File: src/verilog/rxeq_pkg.sv
// constants, field layout and bus carrier for the receive-port equalizer and debug register slice
// assumes an upstream i2c target decodes transfers into one-cycle register strobes on mclk
//
// Operation
// - crc disable bit clear enables encoder crc
// - failed-crc packets update link information only while crc checking is disabled
// - raw mode frame begin after minimum active
// - pulldown on whenever pin not output and its disable bit clear
// - per-pin disable bit turns pulldown off
// - read-only remote self-test flag, bit five
// - continuous bit injects error every reverse frame
// - one-shot bit injects error into one frame
// - lock wait 164us doubling per code step
// - policy bit: first lock restarts from zero
// - rerun bit restarts adaptation, clears itself
// - floor-start enable begins adaptation at floor
// - port select routes per-port register accesses
// - floor start value from floor level field
package rxeq_pkg;

    localparam int NPORT = 2;
    localparam int NGPIO = 7;

    // ------------------------------------------------------------
    // register offsets
    // ------------------------------------------------------------
    localparam logic [7:0] OFS_ENC_CTL = 8'hba;
    localparam logic [7:0] OFS_RSVD_BB = 8'hbb;
    localparam logic [7:0] OFS_FA_MIN = 8'hbc;
    localparam logic [7:0] OFS_RSVD_BD = 8'hbd;
    localparam logic [7:0] OFS_PD_CTL = 8'hbe;
    localparam logic [7:0] OFS_RSVD_BF = 8'hbf;
    localparam logic [7:0] OFS_DEBUG = 8'hd0;
    localparam logic [7:0] OFS_RSVD_D1 = 8'hd1;
    localparam logic [7:0] OFS_EQ_CTL2 = 8'hd2;
    localparam logic [7:0] OFS_EQ_STS = 8'hd3;

    // ------------------------------------------------------------
    // reset values
    // ------------------------------------------------------------
    localparam logic [7:0] RST_ENC_CTL = 8'h03;
    localparam logic [7:0] RST_RSVD_BB = 8'h74;
    localparam logic [7:0] RST_FA_MIN = 8'h00;
    localparam logic [7:0] RST_RSVD_BD = 8'h00;
    localparam logic [6:0] RST_PD_CTL = 7'h00;
    localparam logic [7:0] RST_RSVD_BF = 8'h00;
    localparam logic [7:0] RST_DEBUG = 8'h00;
    localparam logic [7:0] RST_RSVD_D1 = 8'h43;
    localparam logic [7:0] RST_EQ_CTL2 = 8'h94;

    // ------------------------------------------------------------
    // field positions
    // ------------------------------------------------------------
    localparam int CRC_DIS_BIT = 7;
    localparam int SELFTEST_BIT = 5;
    localparam int INJ_CONT_BIT = 1;
    localparam int INJ_ONCE_BIT = 0;
    localparam int WAIT_SEL_LSB = 5;
    localparam int FIRST_LOCK_BIT = 4;
    localparam int RERUN_BIT = 3;
    localparam int FLOOR_EN_BIT = 2;
    localparam logic [7:0] DEBUG_RW_MASK = 8'hdf;
    localparam logic [7:0] EQ_CTL2_RW_MASK = 8'hf4;

    // ------------------------------------------------------------
    // timing
    // ------------------------------------------------------------
    localparam int CLK_PERIOD_NS = 10;
    localparam int EQ_WAIT_BASE_US = 164;
    localparam int EQ_WAIT_BASE_CYCLES = (EQ_WAIT_BASE_US * 1000 + CLK_PERIOD_NS - 1) / CLK_PERIOD_NS;
    localparam int EQ_TIMER_W = 24;

    typedef struct packed {
        logic [7:0] addr;
        logic [7:0] wdata;
        logic wr;
        logic rd;
    } rxeq_bus_s;

    typedef enum logic [1:0] {
        EQ_START,
        EQ_WAIT,
        EQ_LOCKED
    } rxeq_eq_e;

endpackage : rxeq_pkg

File: src/verilog/rxeq_regs.sv
// register slice: encoder crc gate, raw frame-begin timing, pulldowns,
// reverse-channel error injection and adaptive equalizer per receive port
// assumes bus strobes, port select and all link inputs are synchronous to mclk
`timescale 1ns/1ps
`default_nettype none

module rxeq_regs
    import rxeq_pkg::*;
#(
    parameter int EQ_WAIT_CYCLES = EQ_WAIT_BASE_CYCLES
) (
    input wire logic mclk,
    input wire logic rst_n,
    input wire rxeq_bus_s bus,
    input wire logic rx_port_sel,
    output logic [7:0] reg_rdata,
    input wire logic raw_mode,
    input wire logic [NPORT-1:0] frame_active_signal,
    output logic [NPORT-1:0] frame_begin_packet,
    input wire logic [NPORT-1:0] enc_pkt_valid,
    input wire logic [NPORT-1:0] enc_pkt_crc_ok,
    input wire logic [NPORT-1:0][7:0] enc_pkt_info,
    output logic [NPORT-1:0][7:0] link_info,
    output logic crc_check_en,
    input wire logic [NGPIO-1:0] gpio_output_mode,
    output logic [NGPIO-1:0] pulldown_en,
    input wire logic [NPORT-1:0] remote_selftest_active,
    input wire logic local_selftest,
    output logic [NPORT-1:0] selftest_mismatch,
    input wire logic [NPORT-1:0] bc_frame_start,
    output logic [NPORT-1:0] bc_error_insert,
    input wire logic [NPORT-1:0] rx_lock,
    input wire logic [NPORT-1:0][3:0] eq_floor_level,
    input wire logic [NPORT-1:0][3:0] eq_ceiling,
    output logic [NPORT-1:0][5:0] eq_level
);

    // ------------------------------------------------------------
    // register storage
    // ------------------------------------------------------------
    logic [7:0] enc_ctl;
    logic [7:0] rsvd_bb;
    logic [7:0] fa_min;
    logic [7:0] rsvd_bd;
    logic [NGPIO-1:0] pd_ctl;
    logic [7:0] rsvd_bf;
    logic [NPORT-1:0][7:0] debug_ctl;
    logic [NPORT-1:0][7:0] eq_ctl;
    logic [NPORT-1:0] port_wr;
    logic [NPORT-1:0] rerun_req;
    logic [NPORT-1:0] once_req;
    logic [7:0] next_rdata;

    // ------------------------------------------------------------
    // port routing of write strobes
    // ------------------------------------------------------------
    // one-shot and rerun act on the write itself, not on stored bits

    always_comb begin
        for (int p = 0; p < NPORT; p++) begin
            port_wr[p] = bus.wr && (rx_port_sel == p[0]);
            rerun_req[p] = port_wr[p] && (bus.addr == OFS_EQ_CTL2) && bus.wdata[RERUN_BIT];
            once_req[p] = port_wr[p] && (bus.addr == OFS_DEBUG) && bus.wdata[INJ_ONCE_BIT];
        end
    end

    always_ff @(posedge mclk) begin
        if (!rst_n) begin
            enc_ctl <= RST_ENC_CTL;
            rsvd_bb <= RST_RSVD_BB;
            fa_min <= RST_FA_MIN;
            rsvd_bd <= RST_RSVD_BD;
            pd_ctl <= RST_PD_CTL;
            rsvd_bf <= RST_RSVD_BF;
        end else if (bus.wr) begin
            case (bus.addr)
                OFS_ENC_CTL: enc_ctl <= bus.wdata;
                OFS_RSVD_BB: rsvd_bb <= bus.wdata;
                OFS_FA_MIN: fa_min <= bus.wdata;
                OFS_RSVD_BD: rsvd_bd <= bus.wdata;
                OFS_PD_CTL: pd_ctl <= bus.wdata[NGPIO-1:0];
                OFS_RSVD_BF: rsvd_bf <= bus.wdata;
                default: ;
            endcase
        end
    end

    // ------------------------------------------------------------
    // per-port control registers
    // ------------------------------------------------------------
    // rerun bit is never stored, so it reads zero from the write onward
    always_ff @(posedge mclk) begin
        if (!rst_n) begin
            debug_ctl <= {NPORT{RST_DEBUG}};
            eq_ctl <= {NPORT{RST_EQ_CTL2}};
        end else begin
            for (int p = 0; p < NPORT; p++) begin
                if (port_wr[p] && bus.addr == OFS_DEBUG) begin
                    debug_ctl[p] <= bus.wdata & DEBUG_RW_MASK;
                end
                if (port_wr[p] && bus.addr == OFS_EQ_CTL2) begin
                    eq_ctl[p] <= bus.wdata & EQ_CTL2_RW_MASK;
                end
            end
        end
    end

    // ------------------------------------------------------------
    // read path, one cycle latency
    // ------------------------------------------------------------
    always_comb begin
        next_rdata = 8'h00;
        case (bus.addr)
            OFS_ENC_CTL: next_rdata = enc_ctl;
            OFS_RSVD_BB: next_rdata = rsvd_bb;
            OFS_FA_MIN: next_rdata = fa_min;
            OFS_RSVD_BD: next_rdata = rsvd_bd;
            OFS_PD_CTL: next_rdata = {1'b0, pd_ctl};
            OFS_RSVD_BF: next_rdata = rsvd_bf;
            OFS_DEBUG: begin
                next_rdata = debug_ctl[rx_port_sel];
                next_rdata[SELFTEST_BIT] = remote_selftest_active[rx_port_sel];
            end
            OFS_RSVD_D1: next_rdata = RST_RSVD_D1;
            OFS_EQ_CTL2: next_rdata = eq_ctl[rx_port_sel];
            OFS_EQ_STS: next_rdata = {2'b00, eq_level[rx_port_sel]};
            default: next_rdata = 8'h00;
        endcase
    end

    // a write in the same cycle is seen by the next read, not this one
    always_ff @(posedge mclk) begin
        if (!rst_n) begin
            reg_rdata <= 8'h00;
        end else if (bus.rd) begin
            reg_rdata <= next_rdata;
        end
    end

    // ------------------------------------------------------------
    // encoder crc gate on link information
    // ------------------------------------------------------------
    assign crc_check_en = ~enc_ctl[CRC_DIS_BIT];

    // refused packets are dropped silently; no error is counted here

    always_ff @(posedge mclk) begin
        if (!rst_n) begin
            link_info <= '0;
        end else begin
            for (int p = 0; p < NPORT; p++) begin
                if (enc_pkt_valid[p] && (!crc_check_en || enc_pkt_crc_ok[p])) begin
                    link_info[p] <= enc_pkt_info[p];
                end
            end
        end
    end

    // ------------------------------------------------------------
    // raw mode frame-begin qualification
    // ------------------------------------------------------------
    logic [NPORT-1:0][7:0] fa_count;
    logic [NPORT-1:0] fa_issued;

    // count saturates so very long frames cannot wrap and re-qualify
    always_ff @(posedge mclk) begin
        if (!rst_n) begin
            fa_count <= '0;
            fa_issued <= '0;
            frame_begin_packet <= '0;
        end else begin
            for (int p = 0; p < NPORT; p++) begin
                frame_begin_packet[p] <= 1'b0;
                if (!frame_active_signal[p] || !raw_mode) begin
                    fa_count[p] <= 8'h00;
                    fa_issued[p] <= 1'b0;
                end else begin
                    if (fa_count[p] != 8'hff) begin
                        fa_count[p] <= fa_count[p] + 8'h01;
                    end
                    if (!fa_issued[p] && fa_count[p] >= fa_min) begin
                        frame_begin_packet[p] <= 1'b1;
                        fa_issued[p] <= 1'b1;
                    end
                end
            end
        end
    end

    // ------------------------------------------------------------
    // pin pulldowns
    // ------------------------------------------------------------
    always_ff @(posedge mclk) begin
        if (!rst_n) begin
            pulldown_en <= '0;
        end else begin
            // output mode wins; disable bits only matter for input pins
            pulldown_en <= ~gpio_output_mode & ~pd_ctl;
        end
    end

    // ------------------------------------------------------------
    // self-test and reverse-channel error injection
    // ------------------------------------------------------------
    logic [NPORT-1:0] once_armed;

    always_ff @(posedge mclk) begin
        if (!rst_n) begin
            selftest_mismatch <= '0;
        end else begin
            selftest_mismatch <= remote_selftest_active & {NPORT{~local_selftest}};
        end
    end

    // a new one-shot request in the consuming cycle wins and stays armed
    always_ff @(posedge mclk) begin
        if (!rst_n) begin
            once_armed <= '0;
            bc_error_insert <= '0;
        end else begin
            for (int p = 0; p < NPORT; p++) begin
                bc_error_insert[p] <= bc_frame_start[p]
                    && (debug_ctl[p][INJ_CONT_BIT] || once_armed[p]);
                if (once_req[p]) begin
                    once_armed[p] <= 1'b1;
                end else if (bc_frame_start[p]) begin
                    once_armed[p] <= 1'b0;
                end
            end
        end
    end

    // ------------------------------------------------------------
    // adaptive equalizer
    // ------------------------------------------------------------
    rxeq_eq_e eq_state [NPORT];
    logic [NPORT-1:0][EQ_TIMER_W-1:0] eq_timer;
    logic [NPORT-1:0][EQ_TIMER_W-1:0] eq_limit;
    logic [NPORT-1:0][5:0] eq_start;
    logic [NPORT-1:0] first_lock_seen;

    always_comb begin
        for (int p = 0; p < NPORT; p++) begin
            eq_limit[p] = EQ_WAIT_CYCLES[EQ_TIMER_W-1:0] << eq_ctl[p][WAIT_SEL_LSB +: 3];
            eq_start[p] = eq_ctl[p][FLOOR_EN_BIT] ? {2'b00, eq_floor_level[p]} : 6'h00;
        end
    end

    // stepping past the ceiling wraps to the start point; the ceiling is trusted above the floor
    always_ff @(posedge mclk) begin
        if (!rst_n) begin
            for (int p = 0; p < NPORT; p++) begin
                eq_state[p] <= EQ_START;
            end
            eq_timer <= '0;
            eq_level <= '0;
            first_lock_seen <= '0;
        end else begin
            for (int p = 0; p < NPORT; p++) begin
                if (rerun_req[p]) begin
                    eq_state[p] <= EQ_START;
                end else begin
                    case (eq_state[p])
                        EQ_START: begin
                            eq_level[p] <= eq_start[p];
                            eq_timer[p] <= '0;
                            eq_state[p] <= EQ_WAIT;
                        end
                        EQ_WAIT: begin
                            if (rx_lock[p]) begin
                                first_lock_seen[p] <= 1'b1;
                                eq_timer[p] <= '0;
                                // restart policy: drop to zero and wait for a second lock
                                if (!first_lock_seen[p] && eq_ctl[p][FIRST_LOCK_BIT]) begin
                                    eq_level[p] <= 6'h00;
                                end else begin
                                    eq_state[p] <= EQ_LOCKED;
                                end
                            end else if (eq_timer[p] >= eq_limit[p] - 1'b1) begin
                                eq_timer[p] <= '0;
                                if (eq_level[p] >= {2'b00, eq_ceiling[p]}) begin
                                    eq_level[p] <= eq_start[p];
                                end else begin
                                    eq_level[p] <= eq_level[p] + 6'h01;
                                end
                            end else begin
                                eq_timer[p] <= eq_timer[p] + 1'b1;
                            end
                        end
                        EQ_LOCKED: begin
                            // lock loss resumes stepping from the level that was held
                            if (!rx_lock[p]) begin
                                eq_timer[p] <= '0;
                                eq_state[p] <= EQ_WAIT;
                            end
                        end
                        default: eq_state[p] <= EQ_START;
                    endcase
                end
            end
        end
    end

endmodule : rxeq_regs

`default_nettype wire
File: config.mk
export PLATFORM = sky130hd
export DESIGN_NAME = rxeq_regs
export DESIGN_NICKNAME = d
export VERILOG_FILES = /design/src/verilog/rxeq_pkg.sv /design/src/verilog/rxeq_regs.sv
export SDC_FILE = /design/constraint.sdc
export NUM_CORES = 1
export LEC_CHECK = 0
export BUFFER_PORTS_ARGS = -buffer_cell sky130_fd_sc_hd__buf_2
export CORE_AREA = 8 8 179 181
export CTS_CLUSTER_SIZE = 28
export DETAILED_ROUTE_END_ITERATION = 16
export DIE_AREA = 0 0 187 189
export MAX_ROUTING_LAYER = met4
export PLACE_DENSITY = 0.54
export SLEW_MARGIN = 10
export SYNTH_ARGS = -nofsm -noshare
export SYNTH_HDL_FRONTEND = slang
export SYNTH_SLANG_ARGS = --single-unit
File: constraint.sdc
create_clock -name mclk -period 3.47 [get_ports mclk]
set_clock_uncertainty 0.05 [all_clocks]
set_input_delay 0.694 -clock mclk [delete_from_list [all_inputs] [get_ports mclk]]
set_output_delay 0.694 -clock mclk [all_outputs]
set_load 0.005 [all_outputs]
==> results of run 1 <==
worst register-to-register path, stage by stage (launching register included):
cell	delay [ns]
dfxtp_1	0.34
or3_1	0.39
ha_1	0.31
xnor2_1	0.23
and3_1	0.18
a21oi_1	0.04
ha_1	0.32
nand4_1	0.10
nor4_1	0.17
o211ai_1	0.14
a21boi_1	0.23
o21ba_4	0.25
o21ai_0	0.10
a32o_1	0.25
synth_stat cells (3+ instances only):
library cell and number:
mux4_2 3, inv_1 44, a31oi_1 13, or2_2 3, nand3b_1 4, or3_1 6, a2111oi_0 4, mux2i_1 47
o211ai_1 5, nor4b_1 3, a21o_1 7, a211oi_1 8, nor3b_1 4, edfxtp_1 4, o211a_1 8, ha_1 64
and2_1 3, clkbuf_1 44, nor2_1 144, o21ai_1 3, xnor2_1 28, nand2_1 190, o21ai_0 46, nor3_1 32
or4_1 4, xor2_1 23, a21oi_1 87, nand2b_1 11, nor4_1 10, a221oi_1 3, nor2b_1 7, nand3_1 59
o221ai_1 8, nand4_1 20, buf_6 4, a22oi_1 6, dfxtp_1 190, o22ai_1 7, and3_1 19, buf_2 6
and4_1 6
flip-flops by register name (all words and copies together), names as in the netlist, 4 cells and up:
register and count:
debug_ctl 14, enc_ctl 8, eq_ctl 10, eq_level 12
eq_state 4, eq_timer 48, fa_count 16, fa_min 8
link_info 16, pd_ctl 7, pulldown_en 7, reg_rdata 8
rsvd_bb 8, rsvd_bd 8, rsvd_bf 8
cell families (layout without fill, tap and decap cells):
logic type / after synthesis / in the layout / share of synthesized area, %
AND/OR/NAND/NOR: 537 / 537 / 24.8
AO/OA/AOI/OAI: 222 / 222 / 13.7
flip-flops: 194 / 194 / 39.0
buffers and inverters: 102 / 232 / 4.20
adder cells (fa/ha/maj): 64 / 64 / 7.96
multiplexers: 53 / 53 / 5.83
XOR/XNOR: 51 / 51 / 4.44
other: 1 / 6 / 0.0373
layout make-up:
type	instances	area share, %
inverters	44	1.39
clock inverters	14	1.78
clock buffers	18	3.70
flip-flops and latches	194	33.1
diodes	4	0.0844
multi-input cells	929	48.3
well taps	390	4.12
repair buffers	156	7.49
metrics by stage:
stage	area (sq um)	worst slack (ns)	total power, uW	cells
5_1_grt	11900	0.00357	5590	1749
3_5_place_dp	11200	0.214	3210	1713
2_1_floorplan	10100	0.128	2910	1225
3_3_place_gp	11200	0.251	3200	1713
4_1_cts	11800	0.182	5400	1745
6_report	11900	0.272	5340	1749
power breakdown:
group / internal (uW) / switching (uW) / total (uW)
Combinational: 307 / 414 / 720
Clock: 1250 / 931 / 2190
Sequential: 2320 / 120 / 2440
Total: 3880 / 1460 / 5340
cells in the final DEF, fill, tap and decap left out, types with 8 or more instances in the layout:
master     netlist  layout
clkbuf_16        0      17
nand4_1         20      20
xor2_1          23      23
a21oi_1         87      87
mux2i_1         47      47
o21ai_0         46      46
o211a_1          8       8
a31oi_1         13      13
inv_1           44      43
and3_1          19      19
nand2_1        190     190
nor3_1          32      32
dfxtp_1        190     190
nor2_1         144     144
nor4_1          10      10
xnor2_1         28      28
ha_1            64      63
buf_4            0      31
buf_2            6     123
o221ai_1         8       8
nand2b_1        11      11
a211oi_1         8       8
nand3_1         59      59
worst paths after layout:
kind                           from                         to  slack (ns)  cells past startpoint
max          eq_ctl[6]$_SDFFE_PN0P_   eq_level[2]$_SDFFE_PN0P_        0.27                     13
min             gpio_output_mode[6]  pulldown_en[6]$_SDFF_PN0_        0.36                      2
max reg2reg  eq_ctl[6]$_SDFFE_PN0P_   eq_level[2]$_SDFFE_PN0P_        0.27                     13
min reg2reg  pd_ctl[6]$_SDFFE_PN0P_  pulldown_en[6]$_SDFF_PN0_        0.40                      1
per-layer routing:
metal	GRT usage, %	routed length (microns)	vias up
li1	-	-	4543
met3	3.07	1120	36
met2	25.3	13100	215
met5	-	0	-
met1	22.2	14300	4205
met4	5.31	643	0
==> flow_summary.toml, run 1 <==
[status]
status = "complete, no violations"

[worst_setup_path]
arrival_ns = 3.48
end_kind = "flop"
cp_max_fo = 10
worstSetupStartpointType = "flop"
critPathBufInv = 0
path_class = "reg2reg"
required_ns = 3.75
crit_family = "compound AO/OA/AOI/OAI gates"
crit_chain = "or3_1 -> ha_1 -> xnor2_1 -> and3_1 -> a21oi_1 -> ha_1 -> nand4_1 -> nor4_1 -> o211ai_1 -> a21boi_1 -> o21ba_4 -> o21ai_0 -> a32o_1"
cpMostUsedCell = "ha_1"
crit_slowest_cell = "or3_1"
max_stage_delay_ns = 0.39

[routing]
remaining_drc_errors = 0
vias_per_cell = 5.15
wl_per_cell_microns = 16.7
first_pass_iters = 5
num_vias = 8999
drtIter0Drc = 606
antenna_left = 0
routed_wl_microns = 29100

[sta]
report.final.slew_viol_count = 0
fmax_mhz = 313
fin_crit_sh_pct = 92.1
fin_crit_ns = 3.20
rsz0062_at_grt = "no"
fin_tns_setup_ns = 0
maxSlewHeadroom_pct = 40.7
tightest_slew_ns = 0.884
hold_viol = 0
setup_violations = 0
timing.hold.ws_ns = 0.357

[floorplanning]
dieArea_sq_um = 35300
core-area_sq_um = 29200
core.rowCount = 63
die_y_microns = 189
ioPinCount = 124
die_width_microns = 187
start_util_pct = 34.4

[clock_tree]
ctsHoldBuffers = 0
cts_setup_buffers = 0
clock_path_buffers = 2
clk_pin_slew_ns = 0.07
cts_tree = "yes"
insertion_delay_ns = 0.43
h-tree-depth = 4
ctsResizeCount = 0
cts_root_buf = "clkbuf_16"
numClockSinks = 194
cts_buffers = 17

[global_routing]
grt_max_degree = 74
gr-total-overflow = 0
gr-usage-all-layers_pct = 16.7
antenna_found_initial = 5
grt_pass1_wl_microns = 46500
grt_pass1_vias = 8602

[synth]
syn_inst = 1224
synth_top_area_share_pct = 37.8
avgSynthCellArea_sq_um = 8.22
async_flop_share_pct = 0
syn_area_sq_um = 10100
yosys_most_used_dff = "dfxtp_1"
yosysSeqAreaShare_pct = 39.0
yosys_warnings = 0
ys_seq_elements = 194
synth-edff-count = 4
synth_cell_types = 71
synthTopCellsByArea = "dfxtp_1 38%, ha_1 8.0%, nand2_1 7.1%, nor2_1 5.4%, mux2i_1 4.7%"
synth_top_area_cell = "dfxtp_1"

[power_and_ir_drop]
power_density_nw_per_um2 = 451
irDropWorstVdd_uv = 323
power_leakage_uw = 0.00482

[finish]
regArea_sq_um = 3920
fillers = 2977
layout.nets = 1480
final_util_pct = 40.5
areaGrowthSynthToFinish_pct = 17.8
drive_above_1_share_pct = 15.6
multi_input_area_sq_um = 5730

[worst_hold_path]
hold_path_class = "in2reg"

[place]
io_buffers = 123
place_hpwl_microns = 21600
place_congestion = 0.916

[job]
drv_cap = 0
Note: power is estimated with default switching activity, not from simulation.
==> run 2: changes to the inputs <==
--- a/config.mk
+++ b/config.mk
@@ -8,8 +8,8 @@
 export BUFFER_PORTS_ARGS = -buffer_cell sky130_fd_sc_hd__buf_2
-export CORE_AREA = 8 8 179 181
+export CORE_AREA = 8 8 147 149
 export CTS_CLUSTER_SIZE = 28
 export DETAILED_ROUTE_END_ITERATION = 16
-export DIE_AREA = 0 0 187 189
+export DIE_AREA = 0 0 155 157
 export MAX_ROUTING_LAYER = met4
-export PLACE_DENSITY = 0.54
+export PLACE_DENSITY = 0.76
 export SLEW_MARGIN = 10
--- a/constraint.sdc
+++ b/constraint.sdc
@@ -4,2 +4,2 @@
 set_output_delay 0.694 -clock mclk [all_outputs]
-set_load 0.005 [all_outputs]
+set_load 0.02 [all_outputs]
==> run 2 against run 1 <==
- routed wire length decreased by 7.8%
- critical path type unchanged
- total power decreased by 0.57%
- fmax decreased by 2.7%
- highest routed layer unchanged
==> flow_summary.toml, run 2 (same netlist as run 1, synthesis figures left out) <==
[status]
status = "complete, no violations"

[finish]
top_register = "eq_timer"
regArea_sq_um = 3930
largest_registers = "eq_timer x48, fa_count x16, link_info x16"
areaGrowthSynthToFinish_pct = 16.4
layout_common_cells = "190 x nand2_1, 189 x dfxtp_1, 144 x nor2_1"
multi_input_area_sq_um = 5760
fillers = 1649
drive_above_1_share_pct = 16.0
mostFrequentLayoutCell = "nand2_1"
final_util_pct = 61.0
layout.nets = 1480
largest_reg_flops = 48
final_cells = 1623

[floorplanning]
ioPinCount = 124
die_width_microns = 155
start_util_pct = 52.4
core-area_sq_um = 19200
dieArea_sq_um = 24300
die_y_microns = 157
core.rowCount = 51

[place]
place_hpwl_microns = 19600
io_buffers = 123
placedCellCount = 1586
place_congestion = 0.944

[global_routing]
grt_pass1_vias = 8665
grt_max_degree = 78
gr-total-overflow = 0
gr-usage-all-layers_pct = 22.5
grt_pass1_wl_microns = 43400
antenna_found_initial = 3

[clock_tree]
insertion_delay_ns = 0.44
ctsHoldBuffers = 0
clock_path_buffers = 2
cts_root_buf = "clkbuf_16"
h-tree-depth = 4
numClockSinks = 194
cts_tree = "yes"
cts_buffers = 17
clk_pin_slew_ns = 0.08

[routing]
antenna_left = 0
remaining_drc_errors = 0
num_vias = 9241
first_pass_iters = 6
drtIter0Drc = 978
routed_wl_microns = 26900
vias_per_cell = 5.69
wl_per_cell_microns = 16.6

[sta]
setup_violations = 0
rsz0062_at_grt = "no"
fin_crit_ns = 3.28
maxSlewHeadroom_pct = 38.5
report.final.slew_viol_count = 0
hold_viol = 0
fin_crit_sh_pct = 94.7
fmax_mhz = 304
fin_tns_setup_ns = 0
timing.hold.ws_ns = 0.343
tightest_slew_ns = 0.917

[worst_setup_path]
rr_endpoint = "eq_level[2]$_SDFFE_PN0P_"
regToRegSetupSlack_ns = 0.19
end_kind = "flop"
required_ns = 3.76
cp_max_fo = 10
r2r-start = "eq_ctl[5]$_SDFFE_PN0P_"
worstSetupStartpointType = "flop"
path_class = "reg2reg"
arrival_ns = 3.58
ff2ff_path_depth = 13
cp-endpoint = "eq_level[2]$_SDFFE_PN0P_"
crit_start = "eq_ctl[5]$_SDFFE_PN0P_"

[power_and_ir_drop]
power_leakage_uw = 0.00482
power_uw = 5310
irDropWorstVdd_uv = 340
power_density_nw_per_um2 = 454

[worst_hold_path]
hold_path_class = "in2reg"

[job]
drv_cap = 0
## run 2: changes by cell type in the layout (fill, tap and decap cells not counted), moves of 2 or more
cell,before,now
clkinv_8,0,4
bufinv_16,4,2
nor4_2,0,2
nor4_1,10,8
## run 2: worst min path at each step
stage / from / to / slack, ns / cells past startpoint
final: gpio_output_mode[6] / pulldown_en[6]$_SDFF_PN0_ / 0.34 / 2
after global routing: gpio_output_mode[6] / pulldown_en[6]$_SDFF_PN0_ / 0.33 / 2
after CTS: gpio_output_mode[6] / pulldown_en[6]$_SDFF_PN0_ / 0.33 / 2
after detailed placement: pd_ctl[3]$_SDFFE_PN0P_ / pulldown_en[3]$_SDFF_PN0_ / 0.39 / 1
after global placement: reg_rdata[2]$_SDFFE_PN0P_ / reg_rdata[2]$_SDFFE_PN0P_ / 0.38 / 2
after floorplan: pd_ctl[2]$_SDFFE_PN0P_ / pulldown_en[2]$_SDFF_PN0_ / 0.36 / 1
## run 2: critical path, stage by stage, from the launching register on
cell	delay [ns]
dfxtp_1	0.31
or3_1	0.39
ha_1	0.31
xnor2_1	0.24
and3_1	0.19
a21oi_1	0.05
ha_1	0.34
nand4_1	0.15
nor4_2	0.17
o211ai_1	0.17
a21boi_2	0.20
o21ba_4	0.24
o21ai_0	0.11
a32o_1	0.26
## run 2: metal layers
metal / vias to the layer above / GRT usage [%] / wire length (microns)
li1: 4545 / - / -
met1: 4306 / 29.4 / 12400
met2: 354 / 34.1 / 12000
met3: 36 / 4.99 / 2000
met4: 0 / 7.42 / 548
met5: - / - / 0
## run 2: cell type report
class	instances	share of cell area [%]
multi-input combinational	929	49.2
sequential	194	33.5
timing repair buffer	156	7.54
clock buffer	17	3.63
tap	265	2.83
clock inverter	15	1.81
inverter	44	1.41
antenna	3	0.0641
## run 2: what timing repair did
| action | CTS | global route |
|---|---|---|
| setup buffers | 0 | 1 |
| endpoints found under the setup margin | 1 | 54 |
| gates cloned | 0 | 1 |
| gates resized for setup | 2 | 9 |
| pin swaps | 0 | 1 |
## run 2: metrics by stage
step	setup WS, ns	instance area, sq um
floorplan	0.128	10100
global route	0.0327	11700
detailed placement	0.110	11000
finish	0.185	11700
CTS	0.0605	11600
global placement	0.241	11000
## run 2: where the power goes
part / total [uW] / switching, uW / internal, uW
logic: 788 / 469 / 319
registers: 2430 / 109 / 2320
clock network: 2100 / 983 / 1110
total: 5310 / 1560 / 3750
